<file path="config.mk">
export PLATFORM = sky130hd
export DESIGN_NAME = odcd_top
export DESIGN_NICKNAME = d
export VERILOG_FILES = /design/src/odcd_pkg.sv /design/src/odcd_top.sv /design/src/odcd_fifo.sv /design/src/odcd_gray_map.sv
export SDC_FILE = /design/constraint.sdc
export NUM_CORES = 1
export LEC_CHECK = 0
export ABC_AREA = 1
export BUFFER_PORTS_ARGS = -buffer_cell sky130_fd_sc_hd__buf_4
export CORE_MARGIN = 3
export CORE_UTILIZATION = 50
export DETAILED_ROUTE_END_ITERATION = 7
export HOLD_SLACK_MARGIN = 0.12
export PLACE_DENSITY_LB_ADDON = 0.2
export SETUP_SLACK_MARGIN = 0.3
export SLEW_MARGIN = 5
export SYNTH_ARGS = -nofsm -noshare
export SYNTH_HDL_FRONTEND = slang
export SYNTH_SLANG_ARGS = --single-unit
</file>
<file path="constraint.sdc">
create_clock -name mclk -period 7.55 [get_ports mclk]
set_input_delay 2.265 -clock mclk [delete_from_list [all_inputs] [get_ports mclk]]
set_output_delay 2.265 -clock mclk [all_outputs]
set_load 0.05 [all_outputs]
</file>
<file path="src/odcd_pkg.sv">
// Purpose: Shared constants for the display command decoder
// Assumes: Byte-wide command and parameter stream from an APB front end
// Notes: Register offsets are byte addresses on a 32-bit APB bus
package odcd_pkg;
	// Register offsets
	localparam logic [7:0] OFF_CMD = 8'h00;
	localparam logic [7:0] OFF_DATA = 8'h04;
	localparam logic [7:0] OFF_RDATA = 8'h08;
	localparam logic [7:0] OFF_STATUS = 8'h0c;
	localparam logic [7:0] OFF_COLWIN = 8'h10;
	localparam logic [7:0] OFF_ROWWIN = 8'h14;
	localparam logic [7:0] OFF_SCROLL = 8'h18;
	localparam logic [7:0] OFF_PART = 8'h1c;
	localparam logic [7:0] OFF_REMAP = 8'h20;
	// Opcodes
	localparam logic [7:0] OP_UNLOCK = 8'h00;
	localparam logic [7:0] OP_COLWIN = 8'h15;
	localparam logic [7:0] OP_WRRAM = 8'h5c;
	localparam logic [7:0] OP_RDRAM = 8'h5d;
	localparam logic [7:0] OP_ROWWIN = 8'h75;
	localparam logic [7:0] OP_REMAP = 8'ha0;
	localparam logic [7:0] OP_START = 8'ha1;
	localparam logic [7:0] OP_OFFSET = 8'ha2;
	localparam logic [7:0] OP_ALLOFF = 8'ha4;
	localparam logic [7:0] OP_ALLON = 8'ha5;
	localparam logic [7:0] OP_NORMAL = 8'ha6;
	localparam logic [7:0] OP_INVERSE = 8'ha7;
	localparam logic [7:0] OP_PARTON = 8'ha8;
	localparam logic [7:0] OP_PARTOFF = 8'ha9;
	localparam logic [7:0] OP_GRAYLOAD = 8'hb8;
	// Reset values
	localparam logic [6:0] RST_COL_START = 7'h00;
	localparam logic [6:0] RST_COL_END = 7'h77;
	localparam logic [6:0] RST_ROW_START = 7'h00;
	localparam logic [6:0] RST_ROW_END = 7'h7f;
	localparam logic [6:0] RST_START_LINE = 7'h00;
	localparam logic [6:0] RST_OFFSET = 7'h00;
	localparam logic [6:0] RST_PART_START = 7'h00;
	localparam logic [6:0] RST_PART_END = 7'h7f;
	localparam logic [7:0] RST_REMAP = 8'h00;
	// Field layout
	localparam int REMAP_B_BIT = 4;
	localparam logic [3:0] GRAY_MAX = 4'hf;
	localparam logic [3:0] GRAY_MIN = 4'h0;
	// Buffer shape
	localparam int FIFO_WIDTH = 8;
	localparam int FIFO_DEPTH = 16;
	// Display modes
	typedef enum logic [3:0] {
		MODE_ALLOFF = 4'h1,
		MODE_ALLON = 4'h2,
		MODE_NORMAL = 4'h4,
		MODE_INVERSE = 4'h8
	} odcd_mode_t;
	// Decoder states
	typedef enum logic [4:0] {
		ST_IDLE = 5'h01,
		ST_PARAM1 = 5'h02,
		ST_PARAM2 = 5'h04,
		ST_WRITE = 5'h08,
		ST_READ = 5'h10
	} odcd_state_t;
endpackage : odcd_pkg

</file>
<file path="src/odcd_top.sv">
// Purpose: Display control command decoder behind an APB slave
// Assumes: Host writes opcodes to the command register, bytes to data
// Notes: Settings feed the refresh and RAM access logic
//
// Contract
// - Opcode 00h unlocks the later gray table load command.
// - 15h takes column start and end, reset 0 and 119, range 0-119; the code does not limit them and keeps any 7-bit value, 0-127.
// - 75h takes row start and end, reset 0 and 127, range 0-127.
// - After 5Ch data bytes are pixel data stored into display memory.
// - After 5Dh the host may read display memory contents.
// - A1h loads the 7-bit memory row shown at display top.
// - Display start line returns to zero on reset.
// - A2h loads a 7-bit vertical offset in common lines, reset zero.
// - A4h forces every pixel to gray level 0.
// - A5h forces every pixel to gray level 15.
// - A6h shows memory unchanged; this normal mode is the reset mode.
// - A7h inverts each gray level, n becomes 15 minus n.
// - A8h enables partial mode with start row and end row parameters.
// - A9h leaves partial mode and shows all rows again.
`timescale 1ns/1ps
module odcd_top import odcd_pkg::*; (
	input wire logic mclk,
	input wire logic reset,
	input wire logic psel,
	input wire logic penable,
	input wire logic pwrite,
	input wire logic [7:0] paddr,
	input wire logic [31:0] pwdata,
	output logic [31:0] prdata,
	output logic pready,
	output logic pslverr,
	output logic pix_valid,
	input wire logic pix_ready,
	output logic [7:0] pix_data,
	output logic ram_rd_req,
	input wire logic ram_rd_valid,
	input wire logic [7:0] ram_rd_data,
	output logic [6:0] col_start,
	output logic [6:0] col_end,
	output logic [6:0] row_start,
	output logic [6:0] row_end,
	output logic [6:0] start_line,
	output logic [6:0] vert_offset,
	output logic [7:0] remap_field,
	output logic dual_common_line,
	output logic [3:0] disp_mode,
	output logic partial_on,
	output logic [6:0] part_start,
	output logic [6:0] part_end,
	output logic gray_unlock,
	output logic gray_load,
	input wire logic [3:0] gray_level_in,
	input wire logic gray_level_in_valid,
	output logic [3:0] gray_level_out,
	output logic gray_level_out_valid
);
	odcd_state_t state;
	logic [7:0] opcode;
	logic [7:0] param_hold;
	logic [7:0] byte_in;
	logic act;
	logic wr_cmd;
	logic wr_dat;
	logic access;
	logic mapped;
	logic rd_pending;
	logic fifo_in_ready;
	logic [4:0] fifo_level;
	logic data_stall;
	logic ram_read;
	logic [31:0] read_mux;

	// Bus phase decode: effects happen at the completing edge
	assign act = psel & penable & pready;
	assign access = psel & penable & ~pready;
	assign byte_in = pwdata[7:0];
	// Opcodes come from the command register, parameters from data
	assign wr_cmd = act & pwrite & (paddr == OFF_CMD) & ~pslverr;
	assign wr_dat = act & pwrite & (paddr == OFF_DATA) & ~pslverr;
	assign data_stall = pwrite & (paddr == OFF_DATA) &
		(state == ST_WRITE) & ~fifo_in_ready;
	assign ram_read = ~pwrite & (paddr == OFF_RDATA) & (state == ST_READ);

	always_comb begin
		unique case (paddr)
			OFF_CMD, OFF_DATA, OFF_RDATA, OFF_STATUS, OFF_COLWIN,
			OFF_ROWWIN, OFF_SCROLL, OFF_PART, OFF_REMAP: mapped = 1'b1;
			default: mapped = 1'b0;
		endcase
	end

	always_comb begin
		read_mux = 32'h0000_0000;
		unique case (paddr)
			OFF_STATUS: read_mux = {13'h0000, gray_unlock, partial_on,
				fifo_level, disp_mode, opcode[2:0], state};
			OFF_COLWIN: read_mux = {17'h00000, col_end, 1'b0, col_start};
			OFF_ROWWIN: read_mux = {17'h00000, row_end, 1'b0, row_start};
			OFF_SCROLL: read_mux = {17'h00000, vert_offset, 1'b0,
				start_line};
			OFF_PART: read_mux = {16'h0000, 1'b0, part_end, 1'b0,
				part_start};
			OFF_REMAP: read_mux = {23'h000000, dual_common_line,
				remap_field};
			default: read_mux = 32'h0000_0000;
		endcase
	end

	// APB answer
	always_ff @(posedge mclk or posedge reset) begin
		if (reset) begin
			pready <= 1'b0;
			pslverr <= 1'b0;
			prdata <= 32'h0000_0000;
		end else if (pready) begin
			pready <= 1'b0;
			pslverr <= 1'b0;
		end else if (access) begin
			if (!mapped) begin
				pready <= 1'b1;
				pslverr <= 1'b1;
				prdata <= 32'h0000_0000;
			end else if (data_stall) begin
				pready <= 1'b0;
			end else if (ram_read) begin
				if (rd_pending & ram_rd_valid) begin
					pready <= 1'b1;
					prdata <= {24'h000000, ram_rd_data};
				end
			end else begin
				pready <= 1'b1;
				prdata <= read_mux;
			end
		end
	end

	// Memory read request toward the RAM access logic
	always_ff @(posedge mclk or posedge reset) begin
		if (reset) begin
			ram_rd_req <= 1'b0;
			rd_pending <= 1'b0;
		end else begin
			ram_rd_req <= access & ram_read & ~rd_pending & ~ram_rd_req;
			if (ram_rd_req)
				rd_pending <= 1'b1;
			else if (rd_pending & ram_rd_valid)
				rd_pending <= 1'b0;
		end
	end

	// Command sequencer
	always_ff @(posedge mclk or posedge reset) begin
		if (reset) begin
			state <= ST_IDLE;
			opcode <= OP_UNLOCK;
			param_hold <= 8'h00;
		end else if (wr_cmd) begin
			opcode <= byte_in;
			unique case (byte_in)
				OP_COLWIN, OP_ROWWIN, OP_REMAP, OP_PARTON,
				OP_START, OP_OFFSET: state <= ST_PARAM1;
				OP_WRRAM: state <= ST_WRITE;
				OP_RDRAM: state <= ST_READ;
				default: state <= ST_IDLE;
			endcase
		end else if (wr_dat) begin
			unique case (state)
				ST_PARAM1: begin
					param_hold <= byte_in;
					if (opcode == OP_START || opcode == OP_OFFSET)
						state <= ST_IDLE;
					else
						state <= ST_PARAM2;
				end
				ST_PARAM2: state <= ST_IDLE;
				ST_WRITE: state <= ST_WRITE;
				ST_READ: state <= ST_READ;
				ST_IDLE: state <= ST_IDLE;
			endcase
		end
	end

	// Address windows, committed on the second parameter
	always_ff @(posedge mclk or posedge reset) begin
		if (reset) begin
			col_start <= RST_COL_START;
			col_end <= RST_COL_END;
			row_start <= RST_ROW_START;
			row_end <= RST_ROW_END;
		end else if (wr_dat && state == ST_PARAM2) begin
			if (opcode == OP_COLWIN) begin
				col_start <= param_hold[6:0];
				col_end <= byte_in[6:0];
			end
			if (opcode == OP_ROWWIN) begin
				row_start <= param_hold[6:0];
				row_end <= byte_in[6:0];
			end
		end
	end

	// Start line and vertical offset
	always_ff @(posedge mclk or posedge reset) begin
		if (reset) begin
			start_line <= RST_START_LINE;
			vert_offset <= RST_OFFSET;
		end else if (wr_dat && state == ST_PARAM1) begin
			if (opcode == OP_START)
				start_line <= byte_in[6:0];
			if (opcode == OP_OFFSET)
				vert_offset <= byte_in[6:0];
		end
	end

	// Remap field and dual line bit
	always_ff @(posedge mclk or posedge reset) begin
		if (reset) begin
			remap_field <= RST_REMAP;
			dual_common_line <= 1'b0;
		end else if (wr_dat && state == ST_PARAM2 && opcode == OP_REMAP) begin
			remap_field <= param_hold;
			dual_common_line <= byte_in[REMAP_B_BIT];
		end
	end

	// Display mode
	always_ff @(posedge mclk or posedge reset) begin
		if (reset) begin
			disp_mode <= MODE_NORMAL;
		end else if (wr_cmd) begin
			unique case (byte_in)
				OP_ALLOFF: disp_mode <= MODE_ALLOFF;
				OP_ALLON: disp_mode <= MODE_ALLON;
				OP_NORMAL: disp_mode <= MODE_NORMAL;
				OP_INVERSE: disp_mode <= MODE_INVERSE;
				default: disp_mode <= disp_mode;
			endcase
		end
	end

	// Partial display area
	always_ff @(posedge mclk or posedge reset) begin
		if (reset) begin
			partial_on <= 1'b0;
			part_start <= RST_PART_START;
			part_end <= RST_PART_END;
		end else if (wr_cmd && byte_in == OP_PARTOFF) begin
			partial_on <= 1'b0;
		end else if (wr_dat && state == ST_PARAM2 && opcode == OP_PARTON) begin
			partial_on <= 1'b1;
			part_start <= param_hold[6:0];
			part_end <= byte_in[6:0];
		end
	end

	// Gray table unlock, consumed by the next opcode
	always_ff @(posedge mclk or posedge reset) begin
		if (reset) begin
			gray_unlock <= 1'b0;
			gray_load <= 1'b0;
		end else begin
			gray_load <= 1'b0;
			if (wr_cmd) begin
				gray_unlock <= (byte_in == OP_UNLOCK);
				if (byte_in == OP_GRAYLOAD && gray_unlock)
					gray_load <= 1'b1;
			end
		end
	end

	// Pixel bytes into display memory through the FIFO
	odcd_fifo #(
		.WIDTH(FIFO_WIDTH),
		.DEPTH(FIFO_DEPTH)
	) u_fifo (
		.mclk(mclk),
		.reset(reset),
		.in_valid(wr_dat & (state == ST_WRITE)),
		.in_ready(fifo_in_ready),
		.in_data(byte_in),
		.out_valid(pix_valid),
		.out_ready(pix_ready),
		.out_data(pix_data),
		.level(fifo_level)
	);

	odcd_gray_map u_map (
		.mclk(mclk),
		.reset(reset),
		.mode(disp_mode),
		.gray_level_in(gray_level_in),
		.gray_level_in_valid(gray_level_in_valid),
		.gray_level_out(gray_level_out),
		.gray_level_out_valid(gray_level_out_valid)
	);
endmodule : odcd_top

</file>
<file path="src/odcd_fifo.sv">
// Purpose: Pixel byte FIFO with valid and ready on both sides
// Assumes: Single clock
// Notes: Full and empty are registered flags
`timescale 1ns/1ps
module odcd_fifo import odcd_pkg::*; #(
	parameter int WIDTH = FIFO_WIDTH,
	parameter int DEPTH = FIFO_DEPTH
) (
	input wire logic mclk,
	input wire logic reset,
	input wire logic in_valid,
	output logic in_ready,
	input wire logic [WIDTH-1:0] in_data,
	output logic out_valid,
	input wire logic out_ready,
	output logic [WIDTH-1:0] out_data,
	output logic [$clog2(DEPTH):0] level
);
	localparam int AW = $clog2(DEPTH);
	logic [WIDTH-1:0] mem [DEPTH];
	logic [AW-1:0] wr_ptr;
	logic [AW-1:0] rd_ptr;
	logic full;
	logic push;
	logic pop;
	logic [AW:0] next_level;

	assign push = in_valid & ~full;
	assign pop = out_ready & out_valid;
	assign in_ready = ~full;
	assign out_data = mem[rd_ptr];

	always_comb begin
		next_level = level;
		if (push & ~pop)
			next_level = level + 1'b1;
		else if (pop & ~push)
			next_level = level - 1'b1;
	end

	always_ff @(posedge mclk) begin
		if (push)
			mem[wr_ptr] <= in_data;
	end

	always_ff @(posedge mclk or posedge reset) begin
		if (reset) begin
			wr_ptr <= '0;
			rd_ptr <= '0;
			level <= '0;
			full <= 1'b0;
			out_valid <= 1'b0;
		end else begin
			if (push)
				wr_ptr <= wr_ptr + 1'b1;
			if (pop)
				rd_ptr <= rd_ptr + 1'b1;
			level <= next_level;
			full <= (next_level == (AW+1)'(DEPTH));
			out_valid <= (next_level != '0);
		end
	end
endmodule : odcd_fifo

</file>
<file path="src/odcd_gray_map.sv">
// Purpose: Applies the display mode to each pixel gray level
// Assumes: One pixel per cycle from the refresh logic
// Notes: Output is registered, one cycle of latency
`timescale 1ns/1ps
module odcd_gray_map import odcd_pkg::*; (
	input wire logic mclk,
	input wire logic reset,
	input wire logic [3:0] mode,
	input wire logic [3:0] gray_level_in,
	input wire logic gray_level_in_valid,
	output logic [3:0] gray_level_out,
	output logic gray_level_out_valid
);
	logic [3:0] next_level;

	always_comb begin
		next_level = gray_level_in;
		unique case (mode)
			MODE_ALLOFF: next_level = GRAY_MIN;
			MODE_ALLON: next_level = GRAY_MAX;
			MODE_NORMAL: next_level = gray_level_in;
			MODE_INVERSE: next_level = GRAY_MAX - gray_level_in;
			default: next_level = gray_level_in;
		endcase
	end

	always_ff @(posedge mclk or posedge reset) begin
		if (reset) begin
			gray_level_out <= GRAY_MIN;
			gray_level_out_valid <= 1'b0;
		end else begin
			gray_level_out <= next_level;
			gray_level_out_valid <= gray_level_in_valid;
		end
	end
endmodule : odcd_gray_map

</file>
# After elaboration in Yosys (flattened, before gate mapping)
# Memories as Yosys holds them, arrays and structs flattened.
# Index checks and enable logic that the tools add are counted.
# word_totals
reg_bits	149
latch_bits	0
ramBits	128
mem_bits_ro	0
in_bits	60
out_inout_bits	121
wordCells	166
memories	1
# op_classes
n_addsub	5
mul	0
n_div	0
n_lt_le_gt_ge	0
eq_ne	40
shifts	0
mux	32
bitwise_logic	32
n_reduce_logical	27
# memory_table
memory	depth	width	rd	rd_ports_with_merged_regs	wr	line_no	source
u_fifo.mem	16	8	1	0	1	odcd_fifo.sv:20	logic [WIDTH-1:0] mem [DEPTH];
# op_table
cell	count
$mux 32	4
$pmux 19 s6	1
$eq 8x8->1 const B	14
$eq 8x5->1 const B	6
$eq 8x7->1 const B	4
$and 1x1->1	22
$mux 5	4
$pmux 5 s4	1
$mux 1	18
$eq 8x4->1 const B	2
$logic_not 8->1	2
$pmux 4 s4	1
$pmux 5 s3	1
$reduce_and 2->1	7
$pmux 4 s3	1
$eq 5x5->1 const B	2
$not 1->1	10
$reduce_or 9->1	1
$add 4x1->4 const B	2
$eq 8x3->1 const B	1
$eq 8x6->1 const B	1
$reduce_bool 2->1	4
$logic_and 1x1->1	6
$reduce_or 6->1	1
other kinds (19)	20

# Longest topological paths before layout
# depth
ltp_word	12
ltp_mapped	13
ltp_nobuf	12

# Hierarchy
# From an unflattened synthesis, not the netlist that was laid out.
# unflattened
hier_cells	1358
hier_area_um2	12376.9
# modules_own_cells
mod	instances	cells_each	area_each_um2	seq_area_each_um2
odcd_top	1	792	6065.8	2930.3
odcd_fifo	1	528	6039.5	4219.0
odcd_gray_map	1	38	271.5	125.1

# Least setup slack after synthesis
# Ideal clock, no wire load.
# synth_path
path_type	reg-to-output
startpoint	register u_fifo.rd_ptr[0]
endpoint	output pix_data[1]
arrival_ns	1.696
required_ns	5.285
setup_slack_ns	3.589
stages_incl_launch_ff	8
path_buffers	3
cell_sequence	dfrtp_1 -> clkbuf_1 -> buf_2 -> clkbuf_1 -> o21ai_0 -> o211ai_1 -> nand3_1 -> nand2_1
# synth_between
elab_chain_len	1
# synth_rtl
item	line_no	source
start, declared	odcd_fifo.sv:22	logic [AW-1:0] rd_ptr;
start signal, assigned	odcd_fifo.sv:57	rd_ptr <= rd_ptr + 1'b1;
$mem_v2 16x8	--	
end, declared	odcd_top.sv:34	output logic [7:0] pix_data,
# Every way passes these cells.

# Final worst setup path
# Ends and elaborated chain as after synthesis.

==> metrics.cfg <==
[status]
status=complete, no violations

[drt]
dr.pass1.iters=5
drtIter0Drc=748
via_per_inst=5.47
routedWlPerCell_um=18.9
num_vias=9113
drc_errors=0
finalWirelength_um=31400
ant_nets=0

[critical_path]
crit_required_ns=5.29
critPathSlowestCell=dfrtp_4
cpMostUsedCell=buf_4
cp_cell_sequence=buf_4 -> mux2i_1 -> o21ai_0 -> o211ai_1 -> nand2_1 -> buf_4
max_stage_delay_ns=0.91
cp.arrival_ns=3.13
regToRegSetupSlack_ns=4.95
end_kind=primary output
crit_type=register to primary output
cp_max_fo=66
setup.worst_path.start_class=register

[logic_synthesis]
synth.largest_area_cell=edfxtp_1
syn_area_um2=12000
ys_ff_latch=264
yosys_warnings=0
syn_area_per_cell_um2=9.97
async_reset_ff_share_pct=51.5
synth_edf_count=128
seq_area_frac_synth_pct=60.9
synthFlopType=edfxtp_1
ys_types=45
yosysTopAreaCellShare_pct=32.2
synthCells=1199
synth_area_leaders=edfxtp_1, dfrtp_1, nand2_1

[power]
leakagePower_nw=6.16
switching_share_pct=32.5
p_sw_mw=1.28
clkPwrFrac_pct=35.3
p_seq_share_pct=42.1
powerDensity_nw_per_um2=278
power.internal_mw=2.65
peakVddDrop_mv=0.199
p_comb_share_pct=22.6

[die]
ios=181
core_area_um2=23100
fp.dieArea_um2=25800
start_util_pct=51.8
die_w_um=161
row_count=55
die_h_um=161

[place]
placed_cell_area_um2=13200
gp_congestion=0.878
dp_hpwl_um=21300
io_buffers=143

[global_route]
grt_pass1_vias=8950
grt_overflow=0
grt.total_usage_pct=24.2
antenna_found_initial=0
grt_pass1_wl_um=49100
grt_max_degree=90

[timing]
rsz0062_at_grt=no
setup_violations=0
tns_ns=0
drv_slew=0
finalClockSkew_ns=0.0154
fin_crit_ns=5.39
clock.fmax_ghz=0.185
relSlewSlack_pct=19.1
period_share_pct=71.4
hold_violations=0
holdWs_ns=0.483
worst_pin_slew_ns=1.21

[cells_and_area]
nNetsFinal=1398
num-fill-cells=1897
area_delta_synth_final_pct=18.1
layout_commonest_cell=nand2_1
antenna_cells=0
layout_common_cells=nand2_1, inv_1, buf_4
final_area_um2=14100
drive_gt1_share_pct=18.8

[cts]
clock-sinks=264
cts_root_buf=clkbuf_16
cts_resized=0
cts_setup_buffers=0
clock_path_buffers=3
htreeDepth=1
cts_tree=yes
worstSkewPairLatency_ns=0.55
cts_hold_buf=0
path_clk_slew_ns=0.06
cts_made_buffers=29

[run]
drv_cap=0

[worst_hold_path]
hold_class=register to register

[routing by layer]
| layer | share of wire, % | track usage (%) | vias to the layer above |
|---|---|---|---|
| li1 | - | - | 4289 |
| met4 | 3.7 | 9.19 | 0 |
| met5 | 0 | 0 | - |
| met1 | 43 | 33.6 | 4388 |
| met3 | 8.2 | 4.46 | 78 |
| met2 | 45 | 38.1 | 358 |
[kinds of logic (layout without fill, tap and decap cells)]
group                    Yosys count  in the layout  share of synthesized area, %
AO/OA/AOI/OAI                    262            262                          12.6
other                              1             13                        0.0314
adder cells (fa/ha/maj)            7              7                         0.733
XOR/XNOR                          11             11                         0.806
buffers and inverters            218            361                          7.71
AND/OR/NAND/NOR                  404            404                          14.5
multiplexers                      32             32                          2.68
flip-flops                       264            264                          60.9
[worst paths after layout]
kind                                         startpoint                                end  cells after the start
setup reg to reg                   state[4]$_DFFE_PP0P_         u_fifo.mem[2][6]$_DFFE_PP_                      7
hold / removal                    prdata[3]$_DFFE_PP0P_              prdata[3]$_DFFE_PP0P_                      2
max in group asynchronous                         reset           row_start[0]$_DFFE_PP0P_                      3
min in group asynchronous                         reset  u_map.gray_level_out[2]$_DFF_PP0_                      2
setup / recovery           u_fifo.rd_ptr[0]$_DFFE_PP0P_                        pix_data[1]                      6
hold reg to reg                   prdata[3]$_DFFE_PP0P_              prdata[3]$_DFFE_PP0P_                      2
[cell type report]
type | instances | area, um2 | share of cell area, %
Timing Repair Buffer | 147 | 1100 | 7.82
Sequential cell | 264 | 7280 | 51.5
Multi-Input combinational cell | 729 | 3800 | 26.9
Clock inverter | 14 | 133 | 0.939
Inverter | 160 | 607 | 4.30
Clock buffer | 40 | 807 | 5.72
Tap cell | 313 | 392 | 2.77
[flip-flops by register name, indices dropped and copies added (netlist names), 8 cells and up]
register	flops
opcode	8
param_hold	8
prdata	19
remap_field	8
u_fifo.mem	128
[worst max-delay path, delay by kind of cell, from the launching register on]
| kind | cells | cell delay, ns |
|---|---|---|
| compound gates | 2 | 0.49 |
| buf+inv | 2 | 0.70 |
| flops | 1 | 0.91 |
| mux | 1 | 0.31 |
| simple gates | 1 | 0.11 |
[cells in the mapped netlist (7+ instances only)]
library cell / instances
o21ai_1: 16
nand3_1: 41
clkbuf_1: 26
ha_1: 7
nand4_1: 14
o21ai_2: 11
o2111ai_1: 8
dfrtp_1: 114
nor3_1: 9
xor2_1: 9
buf_4: 16
edfxtp_1: 128
inv_1: 149
buf_2: 10
inv_2: 10
dfstp_2: 22
nor2_1: 78
o21ai_0: 118
nand2_1: 237
o211ai_1: 39
mux2i_1: 32
a21oi_1: 58
[stage by stage]
stage | util [%] | cells | total power [mW] | setup slack (ns)
global placement | 57.2 | 1613 | 2.55 | 2.81
CTS | 61.3 | 1667 | 3.94 | 2.15
detailed placement | 57.2 | 1613 | 2.56 | 2.76
floorplan | - | 1211 | 2.31 | 1.68
finish | 61.3 | 1667 | 3.92 | 2.16
global route | 61.3 | 1667 | 4.08 | 1.97
[power by group through the flow]
stage	Combinational, mW	Sequential [mW]	Clock [mW]
3_3_place_gp	0.874	1.68	0
5_1_grt	0.967	1.66	1.46
6_report	0.886	1.65	1.39
2_1_floorplan	0.713	1.59	0
4_1_cts	0.891	1.65	1.40
3_5_place_dp	0.889	1.68	0
(Power assumes the default switching activity.)
